### src/logic/bvs_pkg.sv
// constants, register map and types for the buck start-up and gate timing block
package bvs_pkg;
    localparam int unsigned CLK_MHZ        = 200;
    localparam int unsigned POR_DELAY_US   = 1100;
    localparam int unsigned POR_DELAY_CYC  = POR_DELAY_US * CLK_MHZ;
    localparam int unsigned LONG_ON_NS     = 1430;
    localparam int unsigned SHORT_ON_NS    = 1000;
    localparam int unsigned LONG_ON_CYC    = (LONG_ON_NS * CLK_MHZ) / 1000;
    localparam int unsigned SHORT_ON_CYC   = (SHORT_ON_NS * CLK_MHZ) / 1000;
    localparam int unsigned SLOW_DIV       = 4;
    localparam int unsigned FAST_STEP_CYC  = 167;
    localparam int unsigned MV_BASE        = 500;
    localparam int unsigned MV_STEP        = 10;
    localparam int unsigned MV_MAX         = 2300;

    localparam logic [7:0] CODE_ZERO = 8'h00;

    localparam logic [3:0] REG_CTRL   = 4'h0;
    localparam logic [3:0] REG_TARGET = 4'h4;
    localparam logic [3:0] REG_STATUS = 4'h8;
    localparam logic [3:0] REG_IRQ    = 4'hC;

    localparam int unsigned BIT_DE    = 0;
    localparam int unsigned BIT_SHORT = 1;
    localparam int unsigned BIT_FAST  = 2;
    localparam int unsigned BIT_IRQ_MASK_LSB = 8;

    localparam int unsigned IRQ_DONE   = 0;
    localparam int unsigned IRQ_REJECT = 1;
    localparam int unsigned IRQ_W      = 2;

    typedef enum logic [1:0] { BVS_OFF, BVS_WAIT, BVS_RAMP, BVS_RUN } bvs_state_t;
    typedef enum logic [1:0] { BVS_IDLE, BVS_HIGH, BVS_LOW } bvs_gate_t;
endpackage

### src/logic/bvs_ctrl.sv
// start-up sequencer, target decode and register slave of the buck controller
//
// Local design decisions: the register offsets and the Avalon-MM interface to the registers.
`timescale 1ns/1ps
module bvs_ctrl
    import bvs_pkg::*;
#(
    parameter int unsigned POR_CYC  = POR_DELAY_CYC,
    parameter int unsigned STEP_CYC = FAST_STEP_CYC
)
(
    input  wire logic        ref_clk,
    input  wire logic        nrst,
    input  wire logic        clk_en,
    input  wire logic        supply_ok,
    input  wire logic        regulator_enable_input,
    input  wire logic        pwm_req,
    input  wire logic        phase_zero,
    input  wire logic [3:0]  avs_address,
    input  wire logic        avs_read,
    input  wire logic        avs_write,
    input  wire logic [31:0] avs_writedata,
    input  wire logic [3:0]  avs_byteenable,
    output logic [31:0]      avs_readdata,
    output logic             avs_waitrequest,
    output logic             output_good_flag,
    output logic             attention_n,
    output logic [7:0]       setpoint_code,
    output logic             synth_clamp,
    output logic             high_side_gate,
    output logic             low_side_gate,
    output logic             irq
);
    bvs_state_t      state;
    logic [7:0]      target_voltage_code;
    logic            reverse_block_mode;
    logic            short_ontime_option;
    logic            fast_slew;
    logic [IRQ_W-1:0] irq_status;
    logic [IRQ_W-1:0] irq_mask;
    logic [31:0]     por_cnt;
    logic [15:0]     step_cnt;
    logic            resp;
    logic            wr_target;
    logic            reject;
    logic            ramp_done;
    logic [15:0]     step_len;

    function automatic logic [11:0] code_to_mv(input logic [7:0] code);
        if (code == CODE_ZERO)
            return 12'h000;
        return 12'(MV_BASE + (int'(code) - 1) * MV_STEP);
    endfunction

    function automatic logic over_max(input logic [7:0] code);
        return int'(code_to_mv(code)) > MV_MAX;
    endfunction

    // one wait state: every access answers on the second edge
    assign avs_waitrequest = (avs_read || avs_write) && !resp;
    wire   accept = (avs_read || avs_write) && resp;

    assign wr_target = accept && avs_write && avs_address == REG_TARGET && avs_byteenable[0];
    assign reject    = wr_target && over_max(avs_writedata[7:0]);
    assign step_len  = fast_slew ? 16'(STEP_CYC) : 16'(STEP_CYC * SLOW_DIV);
    assign ramp_done = setpoint_code == target_voltage_code;
    assign synth_clamp = reverse_block_mode && state == BVS_RUN;
    assign irq = |(irq_status & irq_mask);

    always_ff @(posedge ref_clk or negedge nrst)
    begin
        if (!nrst)
            resp <= 1'b0;
        else if (clk_en)
            resp <= (avs_read || avs_write) && !resp;
    end

    always_ff @(posedge ref_clk or negedge nrst)
    begin
        if (!nrst)
        begin
            target_voltage_code <= CODE_ZERO;
            reverse_block_mode  <= 1'b0;
            short_ontime_option <= 1'b0;
            fast_slew           <= 1'b0;
            irq_mask            <= '0;
        end
        else if (clk_en && accept && avs_write)
        begin
            if (wr_target && !reject)
                target_voltage_code <= avs_writedata[7:0];
            if (avs_address == REG_CTRL && avs_byteenable[0])
            begin
                reverse_block_mode  <= avs_writedata[BIT_DE];
                short_ontime_option <= avs_writedata[BIT_SHORT];
                fast_slew           <= avs_writedata[BIT_FAST];
            end
            if (avs_address == REG_CTRL && avs_byteenable[1])
                irq_mask <= avs_writedata[BIT_IRQ_MASK_LSB +: IRQ_W];
        end
    end

    // start-up sequencer
    always_ff @(posedge ref_clk or negedge nrst)
    begin
        if (!nrst)
        begin
            state    <= BVS_OFF;
            por_cnt  <= '0;
            step_cnt <= '0;
            setpoint_code    <= CODE_ZERO;
            output_good_flag <= 1'b0;
            attention_n      <= 1'b1;
        end
        else if (clk_en)
        begin
            case (state)
                BVS_OFF:
                begin
                    if (supply_ok)
                    begin
                        state   <= BVS_WAIT;
                        por_cnt <= '0;
                    end
                end
                BVS_WAIT:
                begin
                    // settle delay after threshold before the ramp may begin
                    if (por_cnt < 32'(POR_CYC) - 32'h1)
                        por_cnt <= por_cnt + 32'h1;
                    else if (regulator_enable_input)
                    begin
                        state    <= BVS_RAMP;
                        step_cnt <= '0;
                    end
                end
                BVS_RAMP:
                begin
                    if (ramp_done)
                    begin
                        state            <= BVS_RUN;
                        output_good_flag <= 1'b1;
                        attention_n      <= 1'b0;
                    end
                    else if (step_cnt + 16'h1 >= step_len)
                    begin
                        step_cnt <= '0;
                        // one code per step towards the latest target
                        if (setpoint_code < target_voltage_code)
                            setpoint_code <= setpoint_code + 8'h01;
                        else
                            setpoint_code <= setpoint_code - 8'h01;
                    end
                    else
                        step_cnt <= step_cnt + 16'h1;
                end
                BVS_RUN:
                begin
                    attention_n <= 1'b1;
                    if (setpoint_code != target_voltage_code)
                    begin
                        if (step_cnt + 16'h1 >= step_len)
                        begin
                            step_cnt <= '0;
                            setpoint_code <= (setpoint_code < target_voltage_code) ?
                                setpoint_code + 8'h01 : setpoint_code - 8'h01;
                        end
                        else
                            step_cnt <= step_cnt + 16'h1;
                    end
                    else
                        step_cnt <= '0;
                end
                default: state <= BVS_OFF;
            endcase
            // losing supply, or losing enable outside off and wait, drops everything back to off
            if (!supply_ok || (state != BVS_OFF && state != BVS_WAIT
                               && !regulator_enable_input))
            begin
                state            <= BVS_OFF;
                setpoint_code    <= CODE_ZERO;
                output_good_flag <= 1'b0;
                attention_n      <= 1'b1;
            end
        end
    end

    // sticky events; a set in the clear cycle wins
    always_ff @(posedge ref_clk or negedge nrst)
    begin
        if (!nrst)
            irq_status <= '0;
        else if (clk_en)
        begin
            logic [IRQ_W-1:0] set_v;
            logic [IRQ_W-1:0] clr_v;
            set_v = '0;
            clr_v = '0;
            set_v[IRQ_DONE]   = state == BVS_RAMP && ramp_done;
            set_v[IRQ_REJECT] = reject;
            if (accept && avs_write && avs_address == REG_IRQ && avs_byteenable[0])
                clr_v = avs_writedata[IRQ_W-1:0];
            irq_status <= (irq_status & ~clr_v) | set_v;
        end
    end

    always_ff @(posedge ref_clk or negedge nrst)
    begin
        if (!nrst)
            avs_readdata <= '0;
        else if (clk_en && avs_read && !resp)
        begin
            case (avs_address)
                REG_CTRL:   avs_readdata <= {16'h0000, 6'h00, irq_mask, 5'h00,
                                             fast_slew, short_ontime_option,
                                             reverse_block_mode};
                REG_TARGET: avs_readdata <= {24'h000000, target_voltage_code};
                REG_STATUS: avs_readdata <= {16'h0000, setpoint_code, 4'h0,
                                             attention_n, output_good_flag, state};
                REG_IRQ:    avs_readdata <= {30'h00000000, irq_status};
                default:    avs_readdata <= 32'h00000000;
            endcase
        end
    end

    bvs_ontime u_ontime
    (
        .ref_clk        (ref_clk),
        .nrst           (nrst),
        .clk_en         (clk_en),
        .run            (state == BVS_RUN),
        .pwm_req        (pwm_req),
        .short_sel      (short_ontime_option),
        .de_mode        (reverse_block_mode),
        .phase_zero     (phase_zero),
        .high_side_gate (high_side_gate),
        .low_side_gate  (low_side_gate)
    );
endmodule

### src/logic/bvs_ontime.sv
// on-time and low-side gate sequencer for one switching pulse
`timescale 1ns/1ps
module bvs_ontime
    import bvs_pkg::*;
#(
    parameter int unsigned LONG_CYC  = LONG_ON_CYC,
    parameter int unsigned SHORT_CYC = SHORT_ON_CYC
)
(
    input  wire logic ref_clk,
    input  wire logic nrst,
    input  wire logic clk_en,
    input  wire logic run,
    input  wire logic pwm_req,
    input  wire logic short_sel,
    input  wire logic de_mode,
    input  wire logic phase_zero,
    output logic      high_side_gate,
    output logic      low_side_gate
);
    bvs_gate_t   st;
    logic [15:0] cnt;

    // pulse rate follows pwm_req from the modulator, so frequency tracks load
    always_ff @(posedge ref_clk or negedge nrst)
    begin
        if (!nrst)
        begin
            st  <= BVS_IDLE;
            cnt <= '0;
            high_side_gate <= 1'b0;
            low_side_gate  <= 1'b0;
        end
        else if (clk_en)
        begin
            case (st)
                BVS_IDLE:
                begin
                    if (run && pwm_req)
                    begin
                        st  <= BVS_HIGH;
                        cnt <= '0;
                        high_side_gate <= 1'b1;
                        low_side_gate  <= 1'b0;
                    end
                end
                BVS_HIGH:
                begin
                    cnt <= cnt + 16'h1;
                    high_side_gate <= 1'b0;
                    low_side_gate  <= 1'b1;
                    st <= BVS_LOW;
                end
                BVS_LOW:
                begin
                    cnt <= cnt + 16'h1;
                    // fixed high-on to low-off interval per option, unless diode emulation cuts the low gate at phase zero first
                    if (cnt + 16'h1 >= (short_sel ? 16'(SHORT_CYC) : 16'(LONG_CYC)))
                    begin
                        low_side_gate <= 1'b0;
                        st <= BVS_IDLE;
                    end
                    else if (de_mode && phase_zero)
                        low_side_gate <= 1'b0;
                end
                default: st <= BVS_IDLE;
            endcase
            if (!run)
            begin
                st <= BVS_IDLE;
                high_side_gate <= 1'b0;
                low_side_gate  <= 1'b0;
            end
        end
    end
endmodule

### config.mk
export PLATFORM = sky130hd
export DESIGN_NAME = bvs_ctrl
export DESIGN_NICKNAME = d
export VERILOG_FILES = /design/src/logic/bvs_pkg.sv /design/src/logic/bvs_ctrl.sv /design/src/logic/bvs_ontime.sv
export SDC_FILE = /design/constraint.sdc
export NUM_CORES = 1
export LEC_CHECK = 0
export BUFFER_PORTS_ARGS = -buffer_cell sky130_fd_sc_hd__buf_2
export CORE_MARGIN = 1.5
export CORE_UTILIZATION = 59
export DETAILED_ROUTE_END_ITERATION = 10
export GPL_ROUTABILITY_DRIVEN = 0
export HOLD_SLACK_MARGIN = 0.1
export PLACE_DENSITY = 0.84
export SYNTH_ARGS = -nofsm -noshare
export SYNTH_HDL_FRONTEND = slang
export SYNTH_SLANG_ARGS = --single-unit
### constraint.sdc
create_clock -name ref_clk -period 3.72 [get_ports ref_clk]
set_input_delay 0.558 -clock ref_clk [delete_from_list [all_inputs] [get_ports ref_clk]]
set_output_delay 0.558 -clock ref_clk [all_outputs]
set_load 0.005 [all_outputs]
---- Yosys cells after proc, flatten, opt, wreduce, memory -nomap -nowiden ----
Index checks and enable logic that the tools add are counted.
word-level totals
  bits in registers ....................... 128
  input port bits ......................... 49
  logic and storage cells ................. 166
cells by class
  equality and inequality tests ........... 28
  muxes and demuxes ....................... 49
  add/subtract/negate cells ............... 7
  bitwise operators ....................... 4
  $lt $le $gt $ge ......................... 5
  reductions and logical operators ........ 54
  multiply operators ...................... 1
operators with widths
  cell                   number
  $mux 16                6
  $mux 32                2
  $pmux 16 s4            1
  $pmux 32 s2            1
  $pmux 16 s3            1
  $mux 8                 5
  $add 16x1->16 const B  2
  $add 32x1->32 const B  1
  $lt 32x18->1 const B   1
  $mul 32x3->11 const B  1
  $pmux 16 s2            1
  $ne 3x3->1 const B     9
  $mux 12                2
  $logic_and 1x1->1      21
  $mux 2                 10
  $ge 16x10->1           1
  $ge 16x16->1           1
  $pmux 8 s2             1
  $reduce_and 3->1       5
  $add 9x12->12 const A  1
  $gt 12x12->1 const B   1
  $mux 1                 12
  $pmux 2 s3             2
  $reduce_and 4->1       3
  32 further kinds       57

---- Logic depth before layout (Yosys ltp) ----
Gate-level depths: netlist (run 1).
  depth in word-level cells ............... 10
  gate-level depth with buffers ........... 15

---- By module ----
From an unflattened synthesis (run 1), not the netlist that was laid out.
second synthesis, totals
  cell total of the unflattened synthesis .. 836
  area total of the unflattened synthesis .. 7,524.7 um2
modules (own cells, without submodules)
  module      cells an instance  times used  area an instance (um2)
  bvs_ctrl    651                1           6,010.8
  bvs_ontime  185                1           1,514.0

---- Worst setup path before layout (run 1) ----
OpenSTA, ideal clock, no wires.
  path type ............................... input -> register
  start point ............................. input port avs_writedata[1]
  end point ............................... register target_voltage_code[0]
  required time ........................... 3.595 ns
  stages .................................. 15
  data arrival time ....................... 3.812 ns
  setup slack ............................. -0.217 ns
  cells stage by stage .................... inv_1 -> ha_1 -> nand3_1 -> or3_1 -> inv_1 -> ha_1 -> ha_1 -> clkbuf_1 -> or4b_2 -> nand3_1 -> a311oi_1 -> o211ai_1 -> a21oi_1 -> a21oi_4 -> mux2_4
between the ends
  word-level cells in the longest chain between the ends .. 9
  elaborated cells on any way between the ends .. 11
  those cells by class .................... 2 x add/sub; 1 x mul; 1 x order compare; 2 x mux; 5 x reduce/logical
ends and longest elaborated chain
  element                              line            source
  start, declared                      bvs_ctrl.sv:22  input wire logic [31:0] avs_writedata,
  $sub 8x1->9                          bvs_ctrl.sv:52  return 12'(MV_BASE + (int'(code) - 1) * MV_STEP);
  $mul 32x3->11                        bvs_ctrl.sv:52
  $add 9x12->12                        bvs_ctrl.sv:52
  $mux 12 *                            bvs_ctrl.sv:52
  $gt 12x12->1 *                       bvs_ctrl.sv:56  return int'(code_to_mv(code)) > MV_MAX;
  $logic_and 1x1->1 *                  bvs_ctrl.sv:64  assign reject = wr_target && over_max(avs_writedata[7:0]);
  $logic_not 1->1 *                    bvs_ctrl.sv:90  if (wr_target && !reject)
  $logic_and 1x1->1 *                  bvs_ctrl.sv:90
  $reduce_and 2->1 (no source line) *  n/a
  end signal, assigned                 bvs_ctrl.sv:91  target_voltage_code <= avs_writedata[7:0];
  end, declared                        bvs_ctrl.sv:35  logic [7:0] target_voltage_code;
Mark *: on every way between the ends. The rest lies on a longest branch, timed or not.
A chain may end at the register's enable or synchronous reset.

---- Worst setup path in the final report (run 1) ----
  start point ............................. input port avs_writedata[0]
  end point ............................... register target_voltage_code[0]
between the ends
  word-level cells in the longest chain between the ends .. 9
  elaborated cells on any way between the ends .. 11
  those cells by class .................... 2 x add/sub; 1 x mul; 1 x order compare; 2 x mux; 5 x reduce/logical
ends and longest elaborated chain
  element                            line
  $sub 8x1->9                        bvs_ctrl.sv:52
  $mul 32x3->11                      bvs_ctrl.sv:52
  $add 9x12->12                      bvs_ctrl.sv:52
  $mux 12                            bvs_ctrl.sv:52
  $gt 12x12->1                       bvs_ctrl.sv:56
  $logic_and 1x1->1                  bvs_ctrl.sv:64
  $logic_not 1->1                    bvs_ctrl.sv:90
  $logic_and 1x1->1                  bvs_ctrl.sv:90
  $reduce_and 2->1 (no source line)  n/a
Parallel ways exist; a longest one is shown, timed or not.

==> metrics.md, run 1 <==
| Metric | Value |
|---|---|
| Drc violations | `0` |
| Ys flop type | `dfrtp_1` |
| Crit path required time | `3.97 ns` |
| Worst R2R Setup Slack | `0.35 ns` |
| CP arrival | `3.88 ns` |
| Status | `finished clean` |
| Fin util | `0.694` |
| Syn Area/Cell | `8.98 um^2` |
| Final wirelength | `17100 um` |
| Number of global-route vias before repair | `5977` |
| Core ar. | `12600 um^2` |
| Max VDD drop | `0.525 mV` |
| GRT overflow | `0` |
| Row count | `41` |
| Final nets | `1038` |
| Worst Tran Pin Value | `0.893 ns` |
| Kind of critical path | `in2reg` |
| Max Slew Vio Count | `0` |
| Starting Density | `0.604` |
| Final critical-path share of the clock period | `0.977` |
| Worst setup EP type | `register` |
| Minimum clock period | `3.63 ns` |
| Fmax | `0.275 GHz` |
| Vias | `6650` |
| CTS root buffer | `clkbuf_16` |
| Cell with the most instances after synthesis | `dfrtp_1` |
| Initial antenna violation count | `1` |
| Crit start category | `input port` |
| I/O pin total | `96` |
| Max clock buf depth | `2` |
| Worst Hold Class | `in2async` |
| Multi-input logic area | `4570 um^2` |
| Clock skew | `0.0145 ns` |
| Largest net degree at the start of global routing | `63` |
| Die height | `116 um` |
| Layout cells sized above 1 | `0.186` |
| CTS Buf Count | `9` |
| Synth area leader | `dfrtp_1` |
| Hold_buf cts | `0` |
| Crit path from | `avs_writedata[0]` |
| Final WS setup | `0.0868 ns` |
| Clock-pin slew on the worst setup and hold paths | `0.08 ns` |
| Worst Path Max Fanout | `8` |
| Port Buf Inserts | `55` |
| Die width | `116 um` |
| Power per cell area | `368 nW/um^2` |
| Synth warn | `0` |
| Fill cells | `955` |
| First-pass GRT wire length | `28100 um` |
| Die ar. | `13600 um^2` |
| Number of clock sinks | `112` |
| Asr flop ratio synth | `1.00` |
| Leak | `4.09 nW` |
| Dominant cells by area after synthesis | `dfrtp_1, ha_1, o21ai_0, nand2_1, a22o_1` |
| Worst Setup EP | `target_voltage_code[0]` |
| Flip-flop and latch count after synthesis | `112` |
| Antenna Nets Post-Route | `0` |
| Post-synth EDFFs | `0` |
| Drt pass-1 iters | `7` |
| Hpwl dp | `12400 um` |
| Vias per cell | `5.97` |
| Area Overhead vs Synth | `14.8%` |
| Mapped Cells | `846` |
| TritonCTS clock tree | `yes` |
| R2R Path End | `setpoint_code[7]` |
| # diodes | `0` |
| Final TNS setup | `0 ns` |
| FF-to-FF Start | `setpoint_code[5]` |
| Register-to-Register Path Depth | `12` |
| CTS H-Tree Depth | `3` |
| Synth top area share | `0.366` |
| # setup viols final | `0` |
| Place WS | `-0.233 ns` |
| Max_slew headroom | `0.400` |
| First DRT Iteration DRCs | `561` |
| Register area share after synthesis | `0.369` |
| Seq. cell area | `2800 um^2` |
| Skew-Pair Late Insertion Delay | `0.36 ns` |
| All-layer global routing usage | `0.259` |
| Wire per inst | `15.4 um` |
| Final hold vios | `0` |
| Max cap viols | `0` |
| Post-synth top cells | `dfrtp_1, nand2_1, o21ai_0` |
| Synth cell types | `75` |
| Synth Cell Area | `7600 um^2` |
## timing repair
action                     in CTS  in global routing
setup endpoints to repair       0                  8
buffers inserted                0                  1
gates resized for setup         0                  6
## critical path: stages
cell	delay, ns
buf_2	0.13
inv_2	0.08
ha_4	0.14
nand2_1	0.08
xnor2_2	0.15
ha_1	0.32
ha_1	0.30
a211o_1	0.28
and2_4	0.16
or4_1	0.52
a311o_1	0.37
o21ai_2	0.25
a21oi_4	0.10
buf_12	0.15
mux2_4	0.29
## layout make-up
class | instances | share of cell area
multi-input combinational | 665 | 0.524
clock inverter | 7 | 0.00746
clock buffer | 9 | 0.0258
tap | 172 | 0.0247
inverter | 44 | 0.0195
timing repair buffer | 104 | 0.0769
sequential | 112 | 0.322
## power breakdown
| group | switching (W) | leakage (nW) | internal [W] |
|---|---|---|---|
| registers | 0.0000783 | 1.55 | 0.00128 |
| clock network | 0.000484 | 0.137 | 0.000469 |
| logic | 0.000518 | 2.40 | 0.000377 |
## layout by cell type (no fill, tap or decap), types with 5 or more instances in the layout
| cell type | n |
|---|---|
| buf_2 | 54 |
| mux2_2 | 7 |
| o31ai_1 | 16 |
| mux2i_1 | 5 |
| o211ai_1 | 6 |
| o22ai_1 | 8 |
| nor3_1 | 16 |
| and3_1 | 9 |
| conb_1 | 16 |
| a21o_1 | 10 |
| a21oi_1 | 32 |
| or2_2 | 8 |
| nand3_1 | 35 |
| mux2_4 | 7 |
| xnor2_1 | 18 |
| nor2b_1 | 20 |
| buf_4 | 48 |
| nor4_1 | 12 |
| or4_1 | 6 |
| dfrtp_1 | 111 |
| nor2_1 | 56 |
| nor4b_1 | 6 |
| o21ai_0 | 68 |
| clkbuf_16 | 9 |
| a211oi_1 | 6 |
| nand2b_1 | 9 |
| inv_1 | 41 |
| a31oi_1 | 9 |
| nand2_1 | 85 |
| nand4_1 | 15 |
| xor2_1 | 9 |
| a22o_1 | 26 |
| and2_1 | 14 |
| ha_1 | 48 |
## per-stage QoR
stage               hold WS [ns]  cell area (um^2)  total power, W  instances
finish                     0.203              8720         0.00321       1113
global route               0.257              8720         0.00339       1113
CTS                        0.229              8670         0.00321       1112
detailed placement         0.472              8380         0.00225       1096
global placement           0.462              8380         0.00223       1096
floorplan                  0.262              7760         0.00195        861
## sequential cells by signal (all words and copies together), names as in the netlist
register	flops
attention_n	1
resp	1
output_good_flag	1
por_cnt	32
u_ontime.low_side_gate	1
u_ontime.cnt	16
fast_slew	1
reverse_block_mode	1
target_voltage_code	8
short_ontime_option	1
u_ontime.high_side_gate	1
u_ontime.st	2
setpoint_code	8
avs_readdata	16
irq_status	2
step_cnt	16
state	2
irq_mask	2
## layer usage
metal  routed length [um]  part of all wire  vias to the layer above  track usage
met4                  237             0.014                        0       0.0659
met1                 8080              0.47                     3228        0.365
met5                    0                 0                        -            0
li1                     -                 -                     3253            -
met2                 8050              0.47                      147        0.414
met3                  724             0.042                       22       0.0493
## cells by family after synthesis
logic type	Yosys count	synth area share
buf+inv	84	0.0497
other cells	1	0.000494
flops	112	0.369
simple gates	321	0.222
compound gates	225	0.200
fa+ha+maj	53	0.0893
xor+xnor	29	0.0334
mux	21	0.0367
## worst min path at each step
stage / from / to / slack (ns) / depth (start not counted)
6_report: nrst / u_ontime.cnt[11] / 0.20 / 1
5_1_grt: nrst / u_ontime.cnt[11] / 0.26 / 1
4_1_cts: nrst / u_ontime.cnt[11] / 0.23 / 1
3_5_place_dp: avs_readdata[8] / avs_readdata[8] / 0.47 / 2
3_3_place_gp: avs_readdata[9] / avs_readdata[9] / 0.46 / 2
2_1_floorplan: nrst / avs_readdata[0] / 0.26 / 0
(Power assumes the default switching activity.)
==> run 2, diff against run 1 <==
--- a/config.mk
+++ b/config.mk
@@ -5,13 +5,15 @@
 export SDC_FILE = /design/constraint.sdc
 export NUM_CORES = 1
 export LEC_CHECK = 0
+export ABC_CLOCK_PERIOD_IN_PS = 3720
 export BUFFER_PORTS_ARGS = -buffer_cell sky130_fd_sc_hd__buf_2
 export CORE_MARGIN = 1.5
-export CORE_UTILIZATION = 59
+export CORE_UTILIZATION = 61
+export CTS_BUF_LIST = sky130_fd_sc_hd__clkbuf_8
 export DETAILED_ROUTE_END_ITERATION = 10
 export GPL_ROUTABILITY_DRIVEN = 0
 export HOLD_SLACK_MARGIN = 0.1
-export PLACE_DENSITY = 0.84
+export PLACE_DENSITY = 0.86
 export SYNTH_ARGS = -nofsm -noshare
 export SYNTH_HDL_FRONTEND = slang
 export SYNTH_SLANG_ARGS = --single-unit
==> metrics.md, run 2 (synthesis results as in run 1) <==
| Metric | Value |
|---|---|
| Kind of critical path | `in2reg` |
| Final wirelength | `17500 um (+2.7%)` |
| Starting Density | `0.630 (+0.0254)` |
| Core ar. | `12100 um^2 (-4.0%)` |
| Register-to-Register Path Depth | `12 (unchanged)` |
| Final WS setup | `0.136 ns (+0.0497 ns)` |
| Clock-pin slew on the worst setup and hold paths | `0.11 ns (+0.03 ns)` |
| Minimum clock period | `3.58 ns (-0.0497 ns)` |
| Post-Place Cells | `1093 (-0.27%)` |
| Unrepaired setup endpoints after global routing | `no` |
| Layout cells sized above 1 | `0.189 (+0.00259)` |
| Max VDD drop | `0.188 mV (-64%)` |
| Worst Path Max Fanout | `8 (unchanged)` |
| Fill cells | `895 (-6.3%)` |
| CP arrival | `3.85 ns (-0.03 ns)` |
| Power per cell area | `363 nW/um^2 (-1.3%)` |
| Drt pass-1 iters | `8 (+1)` |
| Crit start category | `input port` |
| Critical path's top delay family | `adder cells` |
| Final TNS setup | `0 ns (unchanged)` |
| Crit path required time | `3.99 ns (+0.02 ns)` |
| Number of global-route vias before repair | `6311 (+5.6%)` |
| Worst stage delay on the critical path | `0.38 ns (-0.14 ns)` |
| Die width | `115 um (-1.6%)` |
| Place WS | `-0.355 ns (-0.122 ns)` |
| Die height | `115 um (-1.6%)` |
| R2R Path End | `setpoint_code[7]` |
| Die ar. | `13100 um^2 (-3.2%)` |
| Number of clock sinks | `112 (unchanged)` |
| Status | `finished clean` |
| GRT overflow | `0 (unchanged)` |
| Row count | `40 (-2.4%)` |
| CTS H-Tree Depth | `3 (unchanged)` |
| Leak | `4.10 nW (+0.21%)` |
| Worst path cell trace | `buf_2 -> nor3_2 -> xor2_1 -> ha_1 -> ha_1 -> fa_2 -> xor2_1 -> buf_4 -> nor4_1 -> o21ai_0 -> a311o_1 -> o21ai_4 -> a21oi_4 -> buf_12 -> mux2_4` |
| Port Buf Inserts | `55 (unchanged)` |
| Drc violations | `0 (unchanged)` |
| Largest net degree at the start of global routing | `63 (unchanged)` |
| First DRT Iteration DRCs | `566 (+0.89%)` |
| Final critical-path share of the clock period | `0.963 (-0.0134)` |
| Commonest non-fill, non-tap cell in the layout | `dfrtp_1` |
| Max cap viols | `0 (unchanged)` |
| Antenna Nets Post-Route | `0 (unchanged)` |
| All-layer global routing usage | `0.278 (+0.0187)` |
| Hpwl dp | `12800 um (+3.3%)` |
| Hold_buf cts | `0 (unchanged)` |
| CTS root buffer | `clkbuf_8` |
| Clock skew | `0.0195 ns (+0.00497 ns)` |
| WP buf/inv | `3 (unchanged)` |
| Worst Hold Class | `in2async` |
| Area Overhead vs Synth | `14.7% (about the same)` |
| Worst setup EP type | `register` |
| # setup viols final | `0 (unchanged)` |
| Register name with the most flops | `por_cnt` |
| Non-Filler Instances | `1113 (unchanged)` |
| FF-to-FF Start | `setpoint_code[5]` |
| Crit-path slowest cell | `a311o_1` |
| I/O pin total | `96 (unchanged)` |
| Fmax | `0.279 GHz (+1.4%)` |
| CTS Buf Count | `9 (unchanged)` |
| Vias per cell | `6.05 (+1.3%)` |
| Final hold vios | `0 (unchanged)` |
| Initial antenna violation count | `1 (unchanged)` |
| Wire per inst | `15.8 um (+2.7%)` |
| Max clock buf depth | `2 (unchanged)` |
| Worst Tran Pin Value | `0.879 ns (-0.0143 ns)` |
| Max_slew headroom | `0.406 (+0.00589)` |
| First-pass GRT wire length | `29500 um (+5.2%)` |
| Most frequent cells in the layout | `dfrtp_1, nand2_1, o21ai_0` |
| Final nets | `1041 (+0.29%)` |
| Max Slew Vio Count | `0 (unchanged)` |
| Vias | `6738 (+1.3%)` |
| Number of flip-flops in the largest register | `32 (unchanged)` |
| TritonCTS clock tree | `yes` |
| Worst R2R Setup Slack | `0.32 ns (-0.03 ns)` |
| Skew-Pair Late Insertion Delay | `0.39 ns (+0.03 ns)` |
## run 2: cell count changes in the layout (fill, tap and decap cells not counted), sizes merged
cell | previous run | this run
buf | 104 | 107
clkinvlp | 2 | 0
bufinv | 0 | 3
clkinv | 2 | 1
diode | 0 | 1
## run 2: power breakdown
part / switching (W) / internal (W)
clock network: 0.000443 / 0.000458
registers: 0.0000807 / 0.00128
logic: 0.000522 / 0.000380
## run 2: area by class of cell
class                   count  area [um^2]  area share
repair buffers            107          693      0.0796
clock buffers               9          124      0.0142
multi-input cells         665         4580       0.525
well taps                 168          210      0.0241
clock inverters             7          130      0.0149
flip-flops and latches    112         2800       0.322
inverters                  44          170      0.0195
diodes                      1         2.50    0.000287
## run 2: how the worst max path moves through the flow
stage / start / slack, ns / to / cells past startpoint
finish: avs_writedata[1] / 0.14 / target_voltage_code[5] / 15
global route: avs_writedata[1] / 0.001 / target_voltage_code[5] / 16
CTS: avs_writedata[1] / 0.04 / target_voltage_code[5] / 14
detailed placement: avs_writedata[1] / -0.36 / target_voltage_code[5] / 14
global placement: avs_writedata[1] / -0.22 / target_voltage_code[5] / 14
floorplan: avs_writedata[1] / 0.06 / target_voltage_code[0] / 12
## run 2: worst reg2reg max path: cells and delay by family (launching register included)
family	cells	cell delay, ns
compound gates	7	1.84
fa+ha+maj	2	0.63
flops	1	0.45
simple gates	2	0.20
xor+xnor	1	0.16
## run 2: routing by layer
| layer | track usage | share of wire | vias to the layer above |
|---|---|---|---|
| met5 | 0 | 0 | - |
| met1 | 0.375 | 0.44 | 3255 |
| li1 | - | - | 3260 |
| met2 | 0.457 | 0.49 | 195 |
| met4 | 0.0808 | 0.017 | 0 |
| met3 | 0.0513 | 0.045 | 28 |
## run 2: timing repair
item                       CTS  global route
hold endpoints to repair     0             0
setup buffers                0             3
gates resized for setup      0             7
setup endpoints to repair    0             8
## run 2: per-stage QoR
stage	total power (W)	instance area [um^2]	hold WS (ns)	util
finish	0.00317	8710	0.181	0.722
detailed placement	0.00225	8380	0.476	0.695
floorplan	0.00195	7760	0.262	-
CTS	0.00315	8640	0.193	0.716
global placement	0.00222	8380	0.459	0.695
global route	0.00335	8710	0.203	0.722
==> run 3, diff against run 2 <==
--- a/config.mk
+++ b/config.mk
@@ -16,4 +16,5 @@
 export PLACE_DENSITY = 0.86
 export SYNTH_ARGS = -nofsm -noshare
 export SYNTH_HDL_FRONTEND = slang
+export SYNTH_HIERARCHICAL = 1
 export SYNTH_SLANG_ARGS = --single-unit
==> metrics.md, run 3 <==
| Metric | Value |
|---|---|
| Post-synth EDFFs | `0 (unchanged)` |
| Syn Area/Cell | `9.00 um^2 (+0.23%)` |
| Number of global-route vias before repair | `6105 (-3.3%)` |
| Number of flip-flops in the largest register | `32 (unchanged)` |
| GRT overflow | `0 (unchanged)` |
| Commonest non-fill, non-tap cell in the layout | `dfrtp_1` |
| Register area share after synthesis | `0.373 (+0.00356)` |
| Minimum clock period | `3.74 ns (+0.160 ns)` |
| Worst Path Max Fanout | `8 (unchanged)` |
| Flip-flop and latch count after synthesis | `112 (unchanged)` |
| Wire per inst | `17.2 um (+8.9%)` |
| Synth warn | `6 (+6)` |
| Mapped Cells | `836 (-1.2%)` |
| Antenna Nets Post-Route | `0 (unchanged)` |
| FF-to-FF Start | `setpoint_code[5]` |
| Worst R2R Setup Slack | `0.29 ns (-0.03 ns)` |
| Die width | `114 um (-0.47%)` |
| Power per cell area | `367 nW/um^2 (+1.1%)` |
| Vias | `6492 (-3.7%)` |
| # setup viols final | `7 (+7)` |
| Final wirelength | `18300 um (+4.1%)` |
| R2R Path End | `setpoint_code[7]` |
| Area Overhead vs Synth | `13.7%` |
| Hpwl dp | `12900 um (+0.31%)` |
| Critical path's top delay family | `adder cells` |
| Max cap viols | `0 (unchanged)` |
| Unrepaired setup endpoints after global routing | `yes` |
| All-layer global routing usage | `0.283 (+0.00539)` |
| Worst Hold Class | `in2async` |
| Hold_buf cts | `0 (unchanged)` |
| Total chip power | `0.00314 W (-0.70%)` |
| Fmax | `0.267 GHz (-4.3%)` |
| CTS root buffer | `clkbuf_8` |
| Max Slew Vio Count | `0 (unchanged)` |
| Core ar. | `12000 um^2 (-0.42%)` |
| Ys flop type | `dfrtp_1` |
| Largest net degree at the start of global routing | `63 (unchanged)` |
| Kind of critical path | `in2reg` |
| Crit-path slowest cell | `fa_2` |
| Seq. cell area | `2800 um^2 (unchanged)` |
| Synth top area share | `0.369 (+0.00353)` |
| Dominant cells by area after synthesis | `dfrtp_1, ha_1, o21ai_0, nand2_1, nor2_1` |
| Crit path from | `avs_writedata[0]` |
| Clock skew | `0.0239 ns (+0.00444 ns)` |
| Synth Cell Area | `7520 um^2 (-0.96%)` |
| Most frequent cells in the layout | `dfrtp_1, nand2_1, o21ai_0` |
| First DRT Iteration DRCs | `495 (-13%)` |
| Worst Tran Pin Value | `1.05 ns (+0.171 ns)` |
| CTS H-Tree Depth | `3 (unchanged)` |
| Failing checks | `negative setup slack` |
| Layout cells sized above 1 | `0.199 (+0.0101)` |
| Fill cells | `932 (+4.1%)` |
| Leak | `3.98 nW (-2.8%)` |
| Most frequent CP cell | `ha_4` |
| Met1 WL | `8120 um (+4.2%)` |
| Skew-Pair Late Insertion Delay | `0.40 ns (about the same)` |
| Hold_ws | `0.180 ns (-0.0000630 ns)` |
| I/O pin total | `96 (unchanged)` |
| Die height | `114 um (-0.47%)` |
| Worst setup EP type | `register` |
| Final hold vios | `0 (unchanged)` |
| WL met2 | `8840 um (+2.1%)` |
| Initial antenna violation count | `0 (-1)` |
| Drc violations | `0 (unchanged)` |
| Vias per cell | `6.10 (+0.79%)` |
| Row count | `40 (unchanged)` |
| CP arrival | `4.02 ns (+0.17 ns)` |
| Number of clock sinks | `112 (unchanged)` |
| Max_slew headroom | `0.298 (-0.108)` |
| Post-synth top cells | `dfrtp_1, nand2_1, o21ai_0` |
| CTS Buf Count | `9 (unchanged)` |
| Cell with the most instances after synthesis | `dfrtp_1` |
| Top sig layer | `met4` |
| Register name with the most flops | `por_cnt` |
| Crit start category | `input port` |
| Status | `finished with violations` |
| Critical Path Stages | `16 (+1)` |
| TritonCTS clock tree | `yes` |
| Synth cell types | `88 (+17%)` |
| Asr flop ratio synth | `1.00 (unchanged)` |
| WL met3 | `937 um (+18%)` |
| Worst stage delay on the critical path | `0.44 ns (+0.06 ns)` |
| Multi-input logic area | `4550 um^2 (-0.57%)` |
| Max clock buf depth | `2 (unchanged)` |
| Final WS setup | `-0.0239 ns (-0.160 ns)` |
| Final nets | `1014 (-2.6%)` |
| Register-to-Register Path Depth | `14 (+2)` |
| Die ar. | `13000 um^2 (-0.93%)` |
| Synth area leader | `dfrtp_1` |
| Drt pass-1 iters | `5 (-3)` |
| Worst Setup EP | `target_voltage_code[0]` |
| Crit path required time | `3.99 ns (about the same)` |
| Port Buf Inserts | `55 (unchanged)` |
| Clock-pin slew on the worst setup and hold paths | `0.11 ns (about the same)` |
| First-pass GRT wire length | `29400 um (-0.56%)` |
| Worst path cell trace | `buf_2 -> inv_4 -> ha_4 -> xor2_1 -> ha_1 -> ha_4 -> fa_2 -> a211oi_4 -> o21bai_1 -> a21oi_2 -> xnor2_2 -> nand3_1 -> xnor3_1 -> a311oi_4 -> buf_12 -> mux2_4` |
| WP buf/inv | `3 (unchanged)` |
| Max VDD drop | `0.268 mV (+42%)` |
| Final critical-path share of the clock period | `1.01 (+0.0431)` |
| Starting Density | `0.626 (-0.00342)` |
==> run 3: worst min-delay path by stage <==
stage | from | end | cells after the start
3_3_place_gp | avs_readdata[0] | avs_readdata[0] | 2
5_1_grt | nrst | avs_readdata[14] | 1
3_5_place_dp | avs_readdata[3] | avs_readdata[3] | 2
4_1_cts | nrst | setpoint_code[3] | 1
2_1_floorplan | nrst | avs_readdata[0] | 0
6_report | nrst | setpoint_code[3] | 1
==> run 3: final cells by class <==
cell class                      instances  share of cell area
Timing Repair Buffer                   96              0.0733
Antenna cell                            1            0.000292
Inverter                               41              0.0186
Clock buffer                            9              0.0145
Multi-Input combinational cell        651               0.532
Tap cell                              147              0.0215
Sequential cell                       112               0.328
Clock inverter                          7              0.0121
==> run 3: power breakdown <==
group / switching, W / internal [W]
sequential: 0.0000832 / 0.00129
clock: 0.000440 / 0.000386
combinational: 0.000583 / 0.000364
total: 0.00111 / 0.00204
==> run 3: cell families (layout without fill, tap and decap cells) <==
kind of cell	count (synthesis)	after routing	synth area share
compound gates	228	228	0.207
xor+xnor	32	32	0.0391
fa+ha+maj	54	54	0.0918
buf+inv	88	153	0.0534
flops	112	112	0.373
mux	20	20	0.0328
other cells	1	17	0.000498
simple gates	301	301	0.203
==> run 3: timing repair <==
item / in CTS / in global routing
resized for setup: 2 / 20
pin swaps: 3 / 12
setup endpoints to repair: 8 / 8
buffers inserted: 1 / 1
==> run 3: per-layer routing <==
layer,track usage,vias up
met3,0.0609,33
met4,0.0792,0
met2,0.460,180
met5,0,-
met1,0.386,3136
li1,-,3143
==> run 3: stage by stage <==
stage / instance area, um^2 / utilization / setup slack, ns / TNS, ns / instances
2_1_floorplan: 7690 / - / -0.122 / -0.854 / 851
3_3_place_gp: 8210 / 0.683 / -0.430 / -3.53 / 1045
3_5_place_dp: 8210 / 0.683 / -0.532 / -4.51 / 1045
4_1_cts: 8460 / 0.705 / 0.0111 / 0 / 1062
5_1_grt: 8550 / 0.712 / -0.101 / -0.696 / 1063
6_report: 8560 / 0.712 / -0.0239 / -0.134 / 1064
